--- src/core/lsh_pkg.sv ---
package lsh_pkg;

    localparam int          CH_N        = 4;
    localparam int          SENSE_W     = 8;
    localparam int          LONG_W      = 9;
    localparam int          ADDR_W      = 4;
    localparam int          DATA_W      = 16;
    localparam int          PRE_W       = 13;

    // timing
    localparam int unsigned CLK_PERIOD_NS = 25;
    localparam int unsigned DEB_STEP_NS   = 125000;
    localparam int unsigned DEB_STEP_CYC  = DEB_STEP_NS / CLK_PERIOD_NS;

    // sense words: one code is 100 uA
    localparam int unsigned SENSE_LSB_UA   = 100;
    localparam int unsigned OFF_HOOK_ROM_UA = 7000;
    localparam int unsigned HYST_ROM_UA     = 2000;
    localparam int unsigned GK_THR_UA       = 11800;
    localparam logic [SENSE_W-1:0] OFF_HOOK_ROM_CODE =
        SENSE_W'(OFF_HOOK_ROM_UA / SENSE_LSB_UA);
    localparam logic [SENSE_W-1:0] HYST_ROM_CODE =
        SENSE_W'(HYST_ROM_UA / SENSE_LSB_UA);
    localparam logic [LONG_W-1:0]  GK_THR_CODE =
        LONG_W'(GK_THR_UA / SENSE_LSB_UA);

    // register offsets
    localparam logic [ADDR_W-1:0] ADR_HOOK_STATUS = 4'h0;
    localparam logic [ADDR_W-1:0] ADR_LONG_STATUS = 4'h1;
    localparam logic [ADDR_W-1:0] ADR_SIG_CFG     = 4'h2;
    localparam logic [ADDR_W-1:0] ADR_THR_WORD    = 4'h3;
    localparam logic [ADDR_W-1:0] ADR_HYST_WORD   = 4'h4;
    localparam logic [ADDR_W-1:0] ADR_DEB_CFG     = 4'h5;
    localparam logic [ADDR_W-1:0] ADR_IRQ_MASK    = 4'h6;
    localparam logic [ADDR_W-1:0] ADR_LINE_CTL    = 4'h7;
    localparam logic [ADDR_W-1:0] ADR_IRQ_STATUS  = 4'h8;
    localparam logic [ADDR_W-1:0] ADR_IRQ_ENABLE  = 4'h9;
    localparam logic [ADDR_W-1:0] ADR_IRQ_CLEAR   = 4'ha;

    // field positions
    localparam int SRC_BIT      = 0;
    localparam int REV_BIT      = 0;
    localparam int RAMP_PER_LSB = 8;
    localparam int MASK_HK      = 0;
    localparam int MASK_GK      = 1;
    localparam int MASK_POL     = 2;
    localparam int IRQ_HK_LSB   = 0;
    localparam int IRQ_GK_LSB   = 4;
    localparam int IRQ_POL_LSB  = 8;
    localparam int IRQ_W        = 12;

    // reset values
    localparam logic       SRC_RST      = 1'b1;
    localparam logic [3:0] DEB_RST      = 4'h0;
    localparam logic [2:0] MASK_RST     = 3'h0;
    localparam logic [7:0] RAMP_PER_RST = 8'h00;

    typedef struct packed {
        logic [ADDR_W-1:0] addr;
        logic [DATA_W-1:0] wdata;
        logic              wr;
        logic              rd;
    } lsh_bus_req_s;

    typedef struct packed {
        logic [CH_N-1:0][SENSE_W-1:0] tdc;
        logic [CH_N-1:0][LONG_W-1:0]  vl;
    } lsh_sense_s;

    typedef struct packed {
        logic [CH_N-1:0][SENSE_W-1:0] tdc_s1;
        logic [CH_N-1:0][SENSE_W-1:0] tdc_s2;
        logic [CH_N-1:0][LONG_W-1:0]  vl_s1;
        logic [CH_N-1:0][LONG_W-1:0]  vl_s2;
        logic [PRE_W-1:0]             pre_cnt;
        logic [3:0]                   int_cnt;
        logic [CH_N-1:0][3:0]         hk_cnt;
        logic [CH_N-1:0][3:0]         gk_cnt;
        logic [CH_N-1:0][3:0]         pl_cnt;
        logic [CH_N-1:0]              hook;
        logic [CH_N-1:0]              gkey;
        logic [CH_N-1:0]              pol;
        logic                         src;
        logic [SENSE_W-1:0]           thr;
        logic [SENSE_W-1:0]           hyst;
        logic [3:0]                   db;
        logic [2:0]                   mask;
        logic                         rev;
        logic [7:0]                   ramp_per;
        logic [7:0]                   ramp_cnt;
        logic [7:0]                   ramp_pos;
        logic [IRQ_W-1:0]             irq_st;
        logic [IRQ_W-1:0]             irq_en;
        logic                         irq;
        logic [DATA_W-1:0]            rdata;
    } lsh_state_s;

endpackage : lsh_pkg

--- src/core/lsh_loop_supervision.sv ---
// Contract
// - four off-hook flags, 0 on-hook, 1 off-hook
// - off-hook flag changes interrupt while hook mask is 0, none when 1
// - source bit picks programmed (0) or rom (1) threshold; resets to 1
// - off-hook threshold programmable 0..20 mA, rom value 7 mA
// - hysteresis programmable 0..20 mA, rom value 2 mA
// - four-bit debounce interval, 0.125 ms steps to 2 ms, resets to 0
// - ground key set when longitudinal current exceeds fixed 11.8 mA
// - four ground-key flags, 1 while longitudinal current is detected
// - ground-key flag rising from 0 to 1 raises an interrupt
// - ground-key mask 0 lets those interrupts through, 1 suppresses them
// - polarity flag 0 for negative, 1 for positive longitudinal level
// - every polarity flag change interrupts unless polarity mask is 1
// - ground-key criterion uses the same debounce filter as off-hook
// - writing 1 to the reverse bit reverses tip/ring polarity
// - reversal is ramped, its pace set by a programmable ramp step period
// - off-hook flag set when filtered transversal sense exceeds threshold
// - on-hook return uses threshold minus hysteresis
// - 16-state up/down counter clocked at the debounce interval
//
// Implementation choices: the strobed register port and the register addresses.
module lsh_loop_supervision #(
    parameter int unsigned DEB_STEP_CYCLES = lsh_pkg::DEB_STEP_CYC
) (
    input  wire logic                        core_clk,
    input  wire logic                        resetn,
    input  wire lsh_pkg::lsh_bus_req_s       bus_req,
    output logic [lsh_pkg::DATA_W-1:0]       rdata,
    input  wire lsh_pkg::lsh_sense_s         sense,
    output logic                             irq,
    output logic                             line_polarity_reverse_ctl,
    output logic [7:0]                       ramp_position
);

    localparam logic [lsh_pkg::PRE_W-1:0] PRE_MAX =
        lsh_pkg::PRE_W'(DEB_STEP_CYCLES - 1);

    logic [1:0]                          rst_q;
    logic                                rst_n;
    lsh_pkg::lsh_state_s                 st;
    lsh_pkg::lsh_state_s                 next_st;
    logic [lsh_pkg::SENSE_W-1:0]         thr_eff;
    logic [lsh_pkg::SENSE_W-1:0]         hyst_eff;
    logic [lsh_pkg::SENSE_W-1:0]         on_thr;
    logic [lsh_pkg::CH_N-1:0]            hk_raw;
    logic [lsh_pkg::CH_N-1:0]            gk_raw;
    logic [lsh_pkg::CH_N-1:0]            pl_raw;
    logic                                pre_tick;
    logic                                ivl_tick;
    logic                                ramp_tick;
    logic [lsh_pkg::IRQ_W-1:0]           events;
    logic [lsh_pkg::IRQ_W-1:0]           clr;

    always_ff @(posedge core_clk or negedge resetn) begin
        if (!resetn) begin
            rst_q <= 2'h0;
        end else begin
            rst_q <= {rst_q[0], 1'b1};
        end
    end
    assign rst_n = rst_q[1];

    assign thr_eff  = st.src ? lsh_pkg::OFF_HOOK_ROM_CODE : st.thr;
    assign hyst_eff = st.src ? lsh_pkg::HYST_ROM_CODE : st.hyst;
    // on-hook level saturates at zero when hysteresis exceeds threshold
    assign on_thr   = (thr_eff > hyst_eff) ? thr_eff - hyst_eff : '0;

    for (genvar ch = 0; ch < lsh_pkg::CH_N; ch++) begin : g_crit
        logic [lsh_pkg::LONG_W-1:0] mag;
        assign mag = st.vl_s2[ch][lsh_pkg::LONG_W-1] ?
                     lsh_pkg::LONG_W'(-st.vl_s2[ch]) : st.vl_s2[ch];
        assign hk_raw[ch] = st.hook[ch] ? (st.tdc_s2[ch] > on_thr)
                                        : (st.tdc_s2[ch] > thr_eff);
        assign gk_raw[ch] = mag > lsh_pkg::GK_THR_CODE;
        assign pl_raw[ch] = !st.vl_s2[ch][lsh_pkg::LONG_W-1];
    end

    // saturating up/down count; flag flips only at the ends
    function automatic logic [4:0] deb_step(input logic [3:0] cnt,
                                            input logic       flag,
                                            input logic       raw);
        logic [3:0] c;
        logic       f;
        c = cnt;
        f = flag;
        if (raw && c != 4'hf) begin
            c = c + 4'h1;
        end else if (!raw && c != 4'h0) begin
            c = c - 4'h1;
        end
        if (c == 4'hf) begin
            f = 1'b1;
        end else if (c == 4'h0) begin
            f = 1'b0;
        end
        return {c, f};
    endfunction : deb_step

    always_comb begin
        next_st = st;
        next_st.tdc_s1 = sense.tdc;
        next_st.tdc_s2 = st.tdc_s1;
        next_st.vl_s1  = sense.vl;
        next_st.vl_s2  = st.vl_s1;

        pre_tick  = (st.pre_cnt >= PRE_MAX);
        ivl_tick  = pre_tick && (st.int_cnt >= st.db);
        ramp_tick = pre_tick && (st.ramp_cnt >= st.ramp_per);
        next_st.pre_cnt = pre_tick ? '0 : st.pre_cnt + 1'b1;
        if (pre_tick) begin
            next_st.int_cnt  = ivl_tick ? 4'h0 : st.int_cnt + 4'h1;
            next_st.ramp_cnt = ramp_tick ? 8'h00 : st.ramp_cnt + 8'h01;
        end

        if (ivl_tick) begin
            for (int ch = 0; ch < lsh_pkg::CH_N; ch++) begin
                {next_st.hk_cnt[ch], next_st.hook[ch]} =
                    deb_step(st.hk_cnt[ch], st.hook[ch], hk_raw[ch]);
                {next_st.gk_cnt[ch], next_st.gkey[ch]} =
                    deb_step(st.gk_cnt[ch], st.gkey[ch], gk_raw[ch]);
                {next_st.pl_cnt[ch], next_st.pol[ch]} =
                    deb_step(st.pl_cnt[ch], st.pol[ch], pl_raw[ch]);
            end
        end

        events = '0;
        events[lsh_pkg::IRQ_HK_LSB +: lsh_pkg::CH_N] =
            (next_st.hook ^ st.hook) & {lsh_pkg::CH_N{!st.mask[lsh_pkg::MASK_HK]}};
        events[lsh_pkg::IRQ_GK_LSB +: lsh_pkg::CH_N] =
            (next_st.gkey & ~st.gkey) & {lsh_pkg::CH_N{!st.mask[lsh_pkg::MASK_GK]}};
        events[lsh_pkg::IRQ_POL_LSB +: lsh_pkg::CH_N] =
            (next_st.pol ^ st.pol) & {lsh_pkg::CH_N{!st.mask[lsh_pkg::MASK_POL]}};

        clr = '0;
        if (bus_req.wr) begin
            unique case (bus_req.addr)
                lsh_pkg::ADR_SIG_CFG:    next_st.src  = bus_req.wdata[lsh_pkg::SRC_BIT];
                lsh_pkg::ADR_THR_WORD:   next_st.thr  = bus_req.wdata[7:0];
                lsh_pkg::ADR_HYST_WORD:  next_st.hyst = bus_req.wdata[7:0];
                lsh_pkg::ADR_DEB_CFG:    next_st.db   = bus_req.wdata[3:0];
                lsh_pkg::ADR_IRQ_MASK:   next_st.mask = bus_req.wdata[2:0];
                lsh_pkg::ADR_LINE_CTL: begin
                    next_st.rev      = bus_req.wdata[lsh_pkg::REV_BIT];
                    next_st.ramp_per = bus_req.wdata[lsh_pkg::RAMP_PER_LSB +: 8];
                end
                lsh_pkg::ADR_IRQ_ENABLE: next_st.irq_en = bus_req.wdata[11:0];
                lsh_pkg::ADR_IRQ_CLEAR:  clr = bus_req.wdata[11:0];
                default: ;
            endcase
        end
        // a new event wins over a clear in the same cycle
        next_st.irq_st = (st.irq_st & ~clr) | events;
        next_st.irq    = |(next_st.irq_st & next_st.irq_en);

        // ramp walks one code per step toward the requested polarity
        if (ramp_tick) begin
            if (st.rev && st.ramp_pos != 8'hff) begin
                next_st.ramp_pos = st.ramp_pos + 8'h01;
            end else if (!st.rev && st.ramp_pos != 8'h00) begin
                next_st.ramp_pos = st.ramp_pos - 8'h01;
            end
        end

        next_st.rdata = '0;
        if (bus_req.rd) begin
            unique case (bus_req.addr)
                lsh_pkg::ADR_HOOK_STATUS: next_st.rdata[7:0] = {st.gkey, st.hook};
                lsh_pkg::ADR_LONG_STATUS: next_st.rdata[3:0] = st.pol;
                lsh_pkg::ADR_SIG_CFG:     next_st.rdata[0]   = st.src;
                lsh_pkg::ADR_THR_WORD:    next_st.rdata[7:0] = st.thr;
                lsh_pkg::ADR_HYST_WORD:   next_st.rdata[7:0] = st.hyst;
                lsh_pkg::ADR_DEB_CFG:     next_st.rdata[3:0] = st.db;
                lsh_pkg::ADR_IRQ_MASK:    next_st.rdata[2:0] = st.mask;
                lsh_pkg::ADR_LINE_CTL:    next_st.rdata = {st.ramp_per, 7'h00, st.rev};
                lsh_pkg::ADR_IRQ_STATUS:  next_st.rdata[11:0] = st.irq_st;
                lsh_pkg::ADR_IRQ_ENABLE:  next_st.rdata[11:0] = st.irq_en;
                default: ;
            endcase
        end
    end

    always_ff @(posedge core_clk or negedge rst_n) begin
        if (!rst_n) begin
            st          <= '0;
            st.src      <= lsh_pkg::SRC_RST;
            st.db       <= lsh_pkg::DEB_RST;
            st.mask     <= lsh_pkg::MASK_RST;
            st.ramp_per <= lsh_pkg::RAMP_PER_RST;
        end else begin
            st <= next_st;
        end
    end

    assign rdata                     = st.rdata;
    assign irq                       = st.irq;
    assign line_polarity_reverse_ctl = st.rev;
    assign ramp_position             = st.ramp_pos;

    // per-channel synchroniser, filter and event checks
    for (genvar ch = 0; ch < lsh_pkg::CH_N; ch++) begin : g_chk

    end
endmodule : lsh_loop_supervision

--- config.mk ---
export PLATFORM = sky130hd
export DESIGN_NAME = lsh_loop_supervision
export DESIGN_NICKNAME = d
export VERILOG_FILES = /design/src/core/lsh_pkg.sv /design/src/core/lsh_loop_supervision.sv
export SDC_FILE = /design/constraint.sdc
export NUM_CORES = 1
export LEC_CHECK = 0
export BUFFER_PORTS_ARGS = -buffer_cell sky130_fd_sc_hd__buf_2
export CAP_MARGIN = 20
export CELL_PAD_IN_SITES_DETAIL_PLACEMENT = 0
export CELL_PAD_IN_SITES_GLOBAL_PLACEMENT = 1
export CORE_MARGIN = 1.5
export CORE_UTILIZATION = 40
export CTS_CLUSTER_DIAMETER = 80
export CTS_CLUSTER_SIZE = 25
export DETAILED_ROUTE_END_ITERATION = 6
export HOLD_SLACK_MARGIN = 0.05
export PLACE_DENSITY = 0.65
export SLEW_MARGIN = 20
export SYNTH_ARGS = -nofsm -noshare
export SYNTH_HDL_FRONTEND = slang
export SYNTH_SLANG_ARGS = --single-unit
--- constraint.sdc ---
create_clock -name core_clk -period 10.45 [get_ports core_clk]
set_input_delay 2.09 -clock core_clk [delete_from_list [all_inputs] [get_ports core_clk]]
set_output_delay 2.09 -clock core_clk [all_outputs]
set_load 0.05 [all_outputs]
======== Word-level counts from Yosys, hierarchy flattened ========
Cells that the tools add are included.
Widths: inputs -> output; s select.
word-level totals
  register bits after elaboration ......... 305
operators by class
  bitwise gates (word level) .............. 11
  eq/ne operators ......................... 35
  $lt $le $gt $ge ......................... 16
  multiplexer cells ....................... 88
  reductions and logical operators ........ 79
  $add $sub $neg .......................... 34
operator list
  kind                 count
  $mux 4               38
  $gt 8x8->1           9
  $eq 4x4->1 const B   15
  $mux 12              5
  $add 4x1->4 const B  13
  $logic_not 4->1      13
  $mux 8               6
  $ne 4x4->1 const B   12
  $reduce_bool 4->1    12
  $sub 4x1->4 const B  12
  $gt 9x7->1 const B   4
  $mux 9               4
  $neg 9->9            4
  $logic_and 1x1->1    28
  $mux 1               28
  $and 12x12->12       2
  $pmux 4 s5           1
  $add 8x1->8 const B  2
  $and 4x4->4          4
  $eq 4x3->1 const B   4
  $logic_not 1->1      16
  $mux 16              1
  $pmux 2 s8           1
  $reduce_and 2->1     7
  20 further kinds     22

======== Logic depth before layout (Yosys ltp) ========
Gate-level depths: netlist of run 1.
  word-level depth ........................ 19
  mapped depth ............................ 27

======== Worst setup path after synthesis of run 1 ========
OpenSTA, ideal clock, no wires.
  path type ............................... register to register
  start point ............................. reg st[89] (netlist name)
  end point ............................... reg st, in the netlist irq
  arrival ................................. 4.823 ns
  stages on the path, launching flop included .. 28
  path slack .............................. 5.556 ns
  library setup time ...................... 0.071 ns
  cell sequence ........................... dfstp_2 buf_6 buf_2 nor2b_1 inv_1 ha_1 inv_1 fa_1 inv_1 o21ai_0 a21o_1 a21o_1 a21o_1 a21oi_1 nor2_1 nand2_1 ha_1 a21o_1 a311oi_1 a31oi_1 a22oi_1 buf_2 nor3b_1 a211oi_1 o21ai_0 o2bb2ai_1 nand3_1 nand4_1
RTL lines
  item                      RTL line                     source
  start: declaration        lsh_loop_supervision.sv:40   lsh_pkg::lsh_state_s st;
  start signal: assignment  lsh_loop_supervision.sv:190  st <= next_st;

==> results of run 1 <==
-- power by group --
group          leakage, nW  switching (mW)  internal (mW)  total, mW
clock                0.355           0.483          0.427      0.910
combinational         4.26           0.457          0.330      0.786
sequential            3.76          0.0724           1.25       1.33
-- worst paths after layout --
path                                 to  depth (start not counted)
worst max-delay path                irq                         22
worst min-delay path            st[186]                          0
worst max register to register      irq                         22
worst min register to register  st[186]                          0
max in group asynchronous        st[82]                          2
min in group asynchronous       st[173]                          0
-- registers in the layout, indices dropped and copies added, names as in the netlist --
| signal | count |
|---|---|
| st | 209 |
| irq | 1 |
| rdata | 16 |
| rst_q | 2 |
| next_st | 68 |
| line_polarity_reverse_ctl | 1 |
| ramp_position | 8 |
-- layout by cell type (no fill, tap or decap), types with 28 or more instances in the layout --
cell type / Yosys / routed
sky130_fd_sc_hd__o21ai_0: 91 / 90
sky130_fd_sc_hd__ha_1: 120 / 120
sky130_fd_sc_hd__nor2_1: 117 / 117
sky130_fd_sc_hd__nand4_1: 28 / 28
sky130_fd_sc_hd__a21oi_1: 75 / 75
sky130_fd_sc_hd__dfrtp_1: 304 / 303
sky130_fd_sc_hd__nor2b_1: 29 / 29
sky130_fd_sc_hd__mux2_2: 52 / 52
sky130_fd_sc_hd__mux2i_1: 36 / 36
sky130_fd_sc_hd__inv_1: 93 / 93
sky130_fd_sc_hd__xnor2_1: 42 / 42
sky130_fd_sc_hd__nand3_1: 45 / 45
sky130_fd_sc_hd__nand2_1: 148 / 147
sky130_fd_sc_hd__buf_2: 3 / 118
-- worst max-delay path: cells and delay by family (launching register included) --
kind	cells	cell delay, ns
compound gates	11	2.61
simple gates	7	1.48
flops	1	0.75
fa+ha+maj	2	0.63
buf+inv	1	0.30
xor+xnor	1	0.13
-- through the flow --
step | instance area, sq um | cells
floorplan | 17000 | 1688
global placement | 18000 | 2276
detailed placement | 18000 | 2276
CTS | 18700 | 2311
global route | 18700 | 2312
finish | 18700 | 2312
-- final cells by class --
class / count / area (sq um) / area share (%)
clock buffers: 21 / 526 / 2.81
multi-input cells: 1211 / 8640 / 46.2
flip-flops and latches: 305 / 7640 / 40.8
inverters: 94 / 353 / 1.89
well taps: 539 / 674 / 3.60
repair buffers: 128 / 678 / 3.62
clock inverters: 14 / 206 / 1.10
-- kinds of logic after synthesis --
group / count (synthesis) / synth area share, %
simple gates: 546 / 16.6
buf+inv: 172 / 4.47
fa+ha+maj: 122 / 9.05
xor+xnor: 60 / 3.09
mux: 96 / 6.63
flops: 305 / 44.8
compound gates: 386 / 15.3
other cells: 1 / 0.0220
-- metal layers --
metal / track usage [%] / up-vias / wire length, um
met5: 0 / - / 0
met4: 5.37 / 0 / 1100
met1: 25.8 / 6184 / 18900
met3: 2.54 / 53 / 1580
li1: - / 6207 / -
met2: 30.3 / 249 / 18600
==> impl_metrics.ini, run 1 <==
[drt]
vias_per_cell = 5.49
detailroute.via_count = 12693
post_route_drc = 0
drt-wirelength-per-cell_um = 17.4
pre_antenna_drt_iters = 5
wirelength_um = 40200
number_of_routed_nets_with_antenna_violations = 0
drt_iter0_markers = 853

[synth]
post-synth-top-area-cell = sky130_fd_sc_hd__dfrtp_1
synth_ff_type = sky130_fd_sc_hd__dfrtp_1
synth.area.top_cells = sky130_fd_sc_hd__dfrtp_1 45%, sky130_fd_sc_hd__ha_1 8.8%, sky130_fd_sc_hd__mux2_2 3.4%
synth_nets = 1902
synthesis.instances = 1688
synthesis_stage_register_bit_count = 305
post_synthesis_average_cell_area_sq_um = 10.1
yosys.area.top_type_share_pct = 44.7
postSynth.asyncResetShare_pct = 100
area_of_the_mapped_netlist_sq_um = 17000
count_leader_synth = sky130_fd_sc_hd__dfrtp_1
synth_common_cells = 304 x sky130_fd_sc_hd__dfrtp_1, 148 x sky130_fd_sc_hd__nand2_1, 120 x sky130_fd_sc_hd__ha_1
synth_warnings = 0
synth_sequential_area_ratio_pct = 44.8
post_synth_edffs = 0
synthDistinctLibCells = 97

[clock_tree]
buffer_levels_on_the_longest_clock_path = 3
postCtsHoldBufs = 0
clkSlewWorstSetupHoldPaths_ns = 0.10
cts_inserted_buffers = 21
post_cts_buffers = 0
post_cts_resized = 0
htree_num_levels = 1
tritoncts = built
clk-insertion-delay-late_ns = 0.56
sinks_on_clock_net = 305
cts.root.buffer_cell = sky130_fd_sc_hd__clkbuf_16

[worst_setup_path]
crit_type = reg -> reg
critical_path_required_ns = 10.93
worstPathMaxFanout = 17
worstSetupStartpoint = st[89]
r2r-start = st[89]
cp-end-kind = flip-flop
cp.arrival_ns = 6.45
startpoint_type = flip-flop
cp_slowest_cell = sky130_fd_sc_hd__dfstp_2
worst_path_largest_cell_delay_ns = 0.75
r2r_setup_slack_ns = 4.48
crit_chain = clkinv_1 -> nand2_1 -> ha_1 -> nor2b_1 -> nor2_1 -> a21oi_1 -> o32ai_1 -> o21bai_1 -> a21o_1 -> a21o_1 -> a21oi_1 -> xnor2_1 -> nand2_1 -> ha_1 -> a21oi_1 -> o21ai_0 -> o21ai_0 -> nand2_1 -> or3_1 -> a2111oi_0 -> o211ai_1 -> nand4_1

[pwr]
cellLeakagePower_nw = 8.38
pwr_density_cell_nw_per_um2 = 162
ir_worst_vdd_v = 0.000127
post-layout-total-power_mw = 3.02

[final_layout]
fin_util_pct = 44.6
num-nets-final = 1975
layout-area-overhead-vs-synth_pct = 9.87
layout.filler_cells = 4012
diodes = 0
drive_above_1_share_pct = 14.4

[floorplan]
die_w_um = 209
core.rowCount = 75
core_sq_um = 41900
die_h_um = 209
top_level_ports = 118
floorplan.initialDensity_pct = 40.6
die_area_sq_um = 43800

[timing]
setup_total_negative_slack_ns = 0
timing_max_transition_violations_final = 0
worst_pin_slew_ns = 0.926
min_period_over_period_pct = 57.1
max_slew_margin_pct = 38.3
fin_crit_ns = 5.97
fin_ws_ns = 4.48
final_hold_viol_count = 0
max_freq_mhz = 168
report.final.setup_viol = 0
final.hold.worst_slack_ns = 0.341
rsz0062_at_grt = no
final.setup_skew_ns = 0.0204

[place]
post-dp-hpwl_um = 29300
placement.io_buffers = 117
dp_slack_ns = 4.38
finalWeightedCongestion = 0.834

[worst_hold_path]
hold_class = reg -> reg
timing.hold.worst.start = next_st[186]

[global_routing]
global_route_wire_length_before_repair_um = 65800
maximum_number_of_pins_on_one_net_before_global_route_repair = 127
remaining_overflow_grt = 0
number_of_antenna_violations_at_the_first_check_in_global_routing = 0
first_global_vias = 12283
gr-usage-all-layers_pct = 18.6

[status]
result_of_the_run = completed

[flow_run]
maxCapViolations = 0
Power figures use the tool's default switching activity.
==> run 2: changes to the inputs <==
==> constraint.sdc (replaced) <==
create_clock -name core_clk -period 5.6 [get_ports core_clk]
set_input_delay 1.12 -clock core_clk [delete_from_list [all_inputs] [get_ports core_clk]]
set_output_delay 1.12 -clock core_clk [all_outputs]
set_load 0.05 [all_outputs]
==> run 2 against run 1 <==
Effect of this change: cell count increased by 0.56%; via count is 0.64% lower; register-to-register slack lost 4.0 ns; clock skew fell by 0.0010 ns; global-route usage fell by 0.095 points; routed wire length down 0.77%; sequential power is 85% higher; clock power increased by 98%; largest power group unchanged.
==> impl_metrics.ini, run 2 (same netlist as run 1, synthesis figures left out) <==
[flow_run]
maxCapViolations = 0

[final_layout]
fin_util_pct = 45.0
layout-area-overhead-vs-synth_pct = 10.8
final_design_area_no_fill_sq_um = 18900
multiInputGateArea_sq_um = 8650
area.sequential_sq_um = 7640
largest-register = st
layout.cells.most_common = sky130_fd_sc_hd__dfrtp_1
drive_above_1_share_pct = 15.1
layout.filler_cells = 3958
num-nets-final = 1985
largest_register_ff_count = 209
layout.cells.most_common_list = 303 x sky130_fd_sc_hd__dfrtp_1, 147 x sky130_fd_sc_hd__nand2_1, 120 x sky130_fd_sc_hd__ha_1
diodes = 0

[global_routing]
remaining_overflow_grt = 0
number_of_antenna_violations_at_the_first_check_in_global_routing = 0
maximum_number_of_pins_on_one_net_before_global_route_repair = 134
global_route_wire_length_before_repair_um = 65500
first_global_vias = 12303
gr-usage-all-layers_pct = 18.5

[drt]
wirelength_um = 39900
detailroute.via_count = 12612
drt_iter0_markers = 824
pre_antenna_drt_iters = 5
drt-wirelength-per-cell_um = 17.1
number_of_routed_nets_with_antenna_violations = 0
post_route_drc = 0
vias_per_cell = 5.42

[pwr]
power.share.clock_pct = 31.3
ir_worst_vdd_v = 0.000233
pwr_density_cell_nw_per_um2 = 306
p_seq_share_pct = 42.7
p_sw_share_pct = 33.2
switching_power_mw = 1.91
internal_power_mw = 3.85
post-layout-total-power_mw = 5.77
cellLeakagePower_nw = 8.45
pwr-share-comb_pct = 26.0

[worst_setup_path]
worstSetupStartpoint = st[89]
r2r-start = st[89]
crit_chain = or2_2 -> ha_1 -> nor2b_1 -> o32ai_1 -> o21bai_1 -> a21o_1 -> a21o_1 -> a21oi_1 -> xnor2_1 -> nand2_1 -> ha_1 -> nand4_1 -> a21oi_1 -> o221ai_1 -> nand2_4 -> mux4_2 -> nor3_2 -> o2bb2ai_1 -> nand3_1 -> nand4_1
crit_type = reg -> reg
cp-end-kind = flip-flop
startpoint_type = flip-flop
worst_path_largest_cell_delay_ns = 0.56
critical_path_required_ns = 6.09
cp.arrival_ns = 5.58
cp_slowest_cell = sky130_fd_sc_hd__mux4_2
worstPathMaxFanout = 8

[clock_tree]
htree_num_levels = 1
sinks_on_clock_net = 305
clkSlewWorstSetupHoldPaths_ns = 0.09
postCtsHoldBufs = 0
clk-insertion-delay-late_ns = 0.56
cts.root.buffer_cell = sky130_fd_sc_hd__clkbuf_16
buffer_levels_on_the_longest_clock_path = 3
cts_inserted_buffers = 22
tritoncts = built

[timing]
max_freq_mhz = 197
rsz0062_at_grt = no
report.final.setup_viol = 0
min_period_over_period_pct = 90.8
worst_pin_slew_ns = 1.01
fin_crit_ns = 5.09
final.setup_skew_ns = 0.0194
setup_total_negative_slack_ns = 0
final_hold_viol_count = 0
max_slew_margin_pct = 32.4
timing_max_transition_violations_final = 0

[place]
detailed_place.area_sq_um = 18000
post-dp-hpwl_um = 29200
finalWeightedCongestion = 0.843
placement.io_buffers = 117

[worst_hold_path]
hold_class = reg -> async

[floorplan]
top_level_ports = 118
floorplan.initialDensity_pct = 40.6
core.rowCount = 75
die_area_sq_um = 43800
die_w_um = 209
core_sq_um = 41900
die_h_um = 209

[status]
result_of_the_run = completed
## run 2: through the flow
stage / std cells / setup slack (ns) / hold WS [ns]
after global placement: 2284 / 0.520 / 0.332
final: 2325 / 0.513 / 0.325
after floorplan: 1688 / 0.609 / 0.331
after global routing: 2325 / 0.0869 / 0.304
after detailed placement: 2284 / 0.328 / 0.335
after CTS: 2323 / 0.308 / 0.303
## run 2: per-layer routing
metal | track usage [%] | routed length [um]
met5 | 0 | 0
met4 | 4.20 | 827
met3 | 2.44 | 1560
met2 | 30.3 | 18700
met1 | 26.1 | 18800
## run 2: critical path, delay by kind of cell, from the launching register on
family                     cells  cell delay [ns]
xor gates and xnor gates       1             0.14
adders and majority gates      2             0.68
AOI/OAI and AO/OA              8             1.75
muxes                          1             0.56
DFF                            1             0.41
and+or+nand+nor                8             1.49
## run 2: area by class of cell
class | instances | share of cell area (%)
multi-input cells | 1211 | 45.8
flip-flops and latches | 305 | 40.5
repair buffers | 137 | 3.97
well taps | 539 | 3.57
clock buffers | 25 | 3.14
inverters | 94 | 1.87
clock inverters | 14 | 1.15
## run 2: path summary, 6_finish.rpt
check / to / slack, ns / cells after the start
min in group core_clk: st[196] / 0.35 / 0
setup / recovery: irq / 0.51 / 20
setup reg to reg: irq / 0.51 / 20
max in group asynchronous: st[241] / 3.98 / 1
hold / removal: st[167] / 0.32 / 0
hold reg to reg: st[167] / 0.32 / 0
## run 2: what timing repair did
item	4_1_cts	5_1_grt
buffers inserted	0	2
resized for setup	0	3
endpoints found under the setup margin	0	6
## run 2: power groups by stage
stage	Combinational (mW)	Clock (mW)	Sequential (mW)
floorplan	1.07	0	2.50
global placement	1.44	0	2.51
detailed placement	1.48	0	2.51
CTS	1.49	1.87	2.47
global route	1.68	1.96	2.49
finish	1.50	1.80	2.46
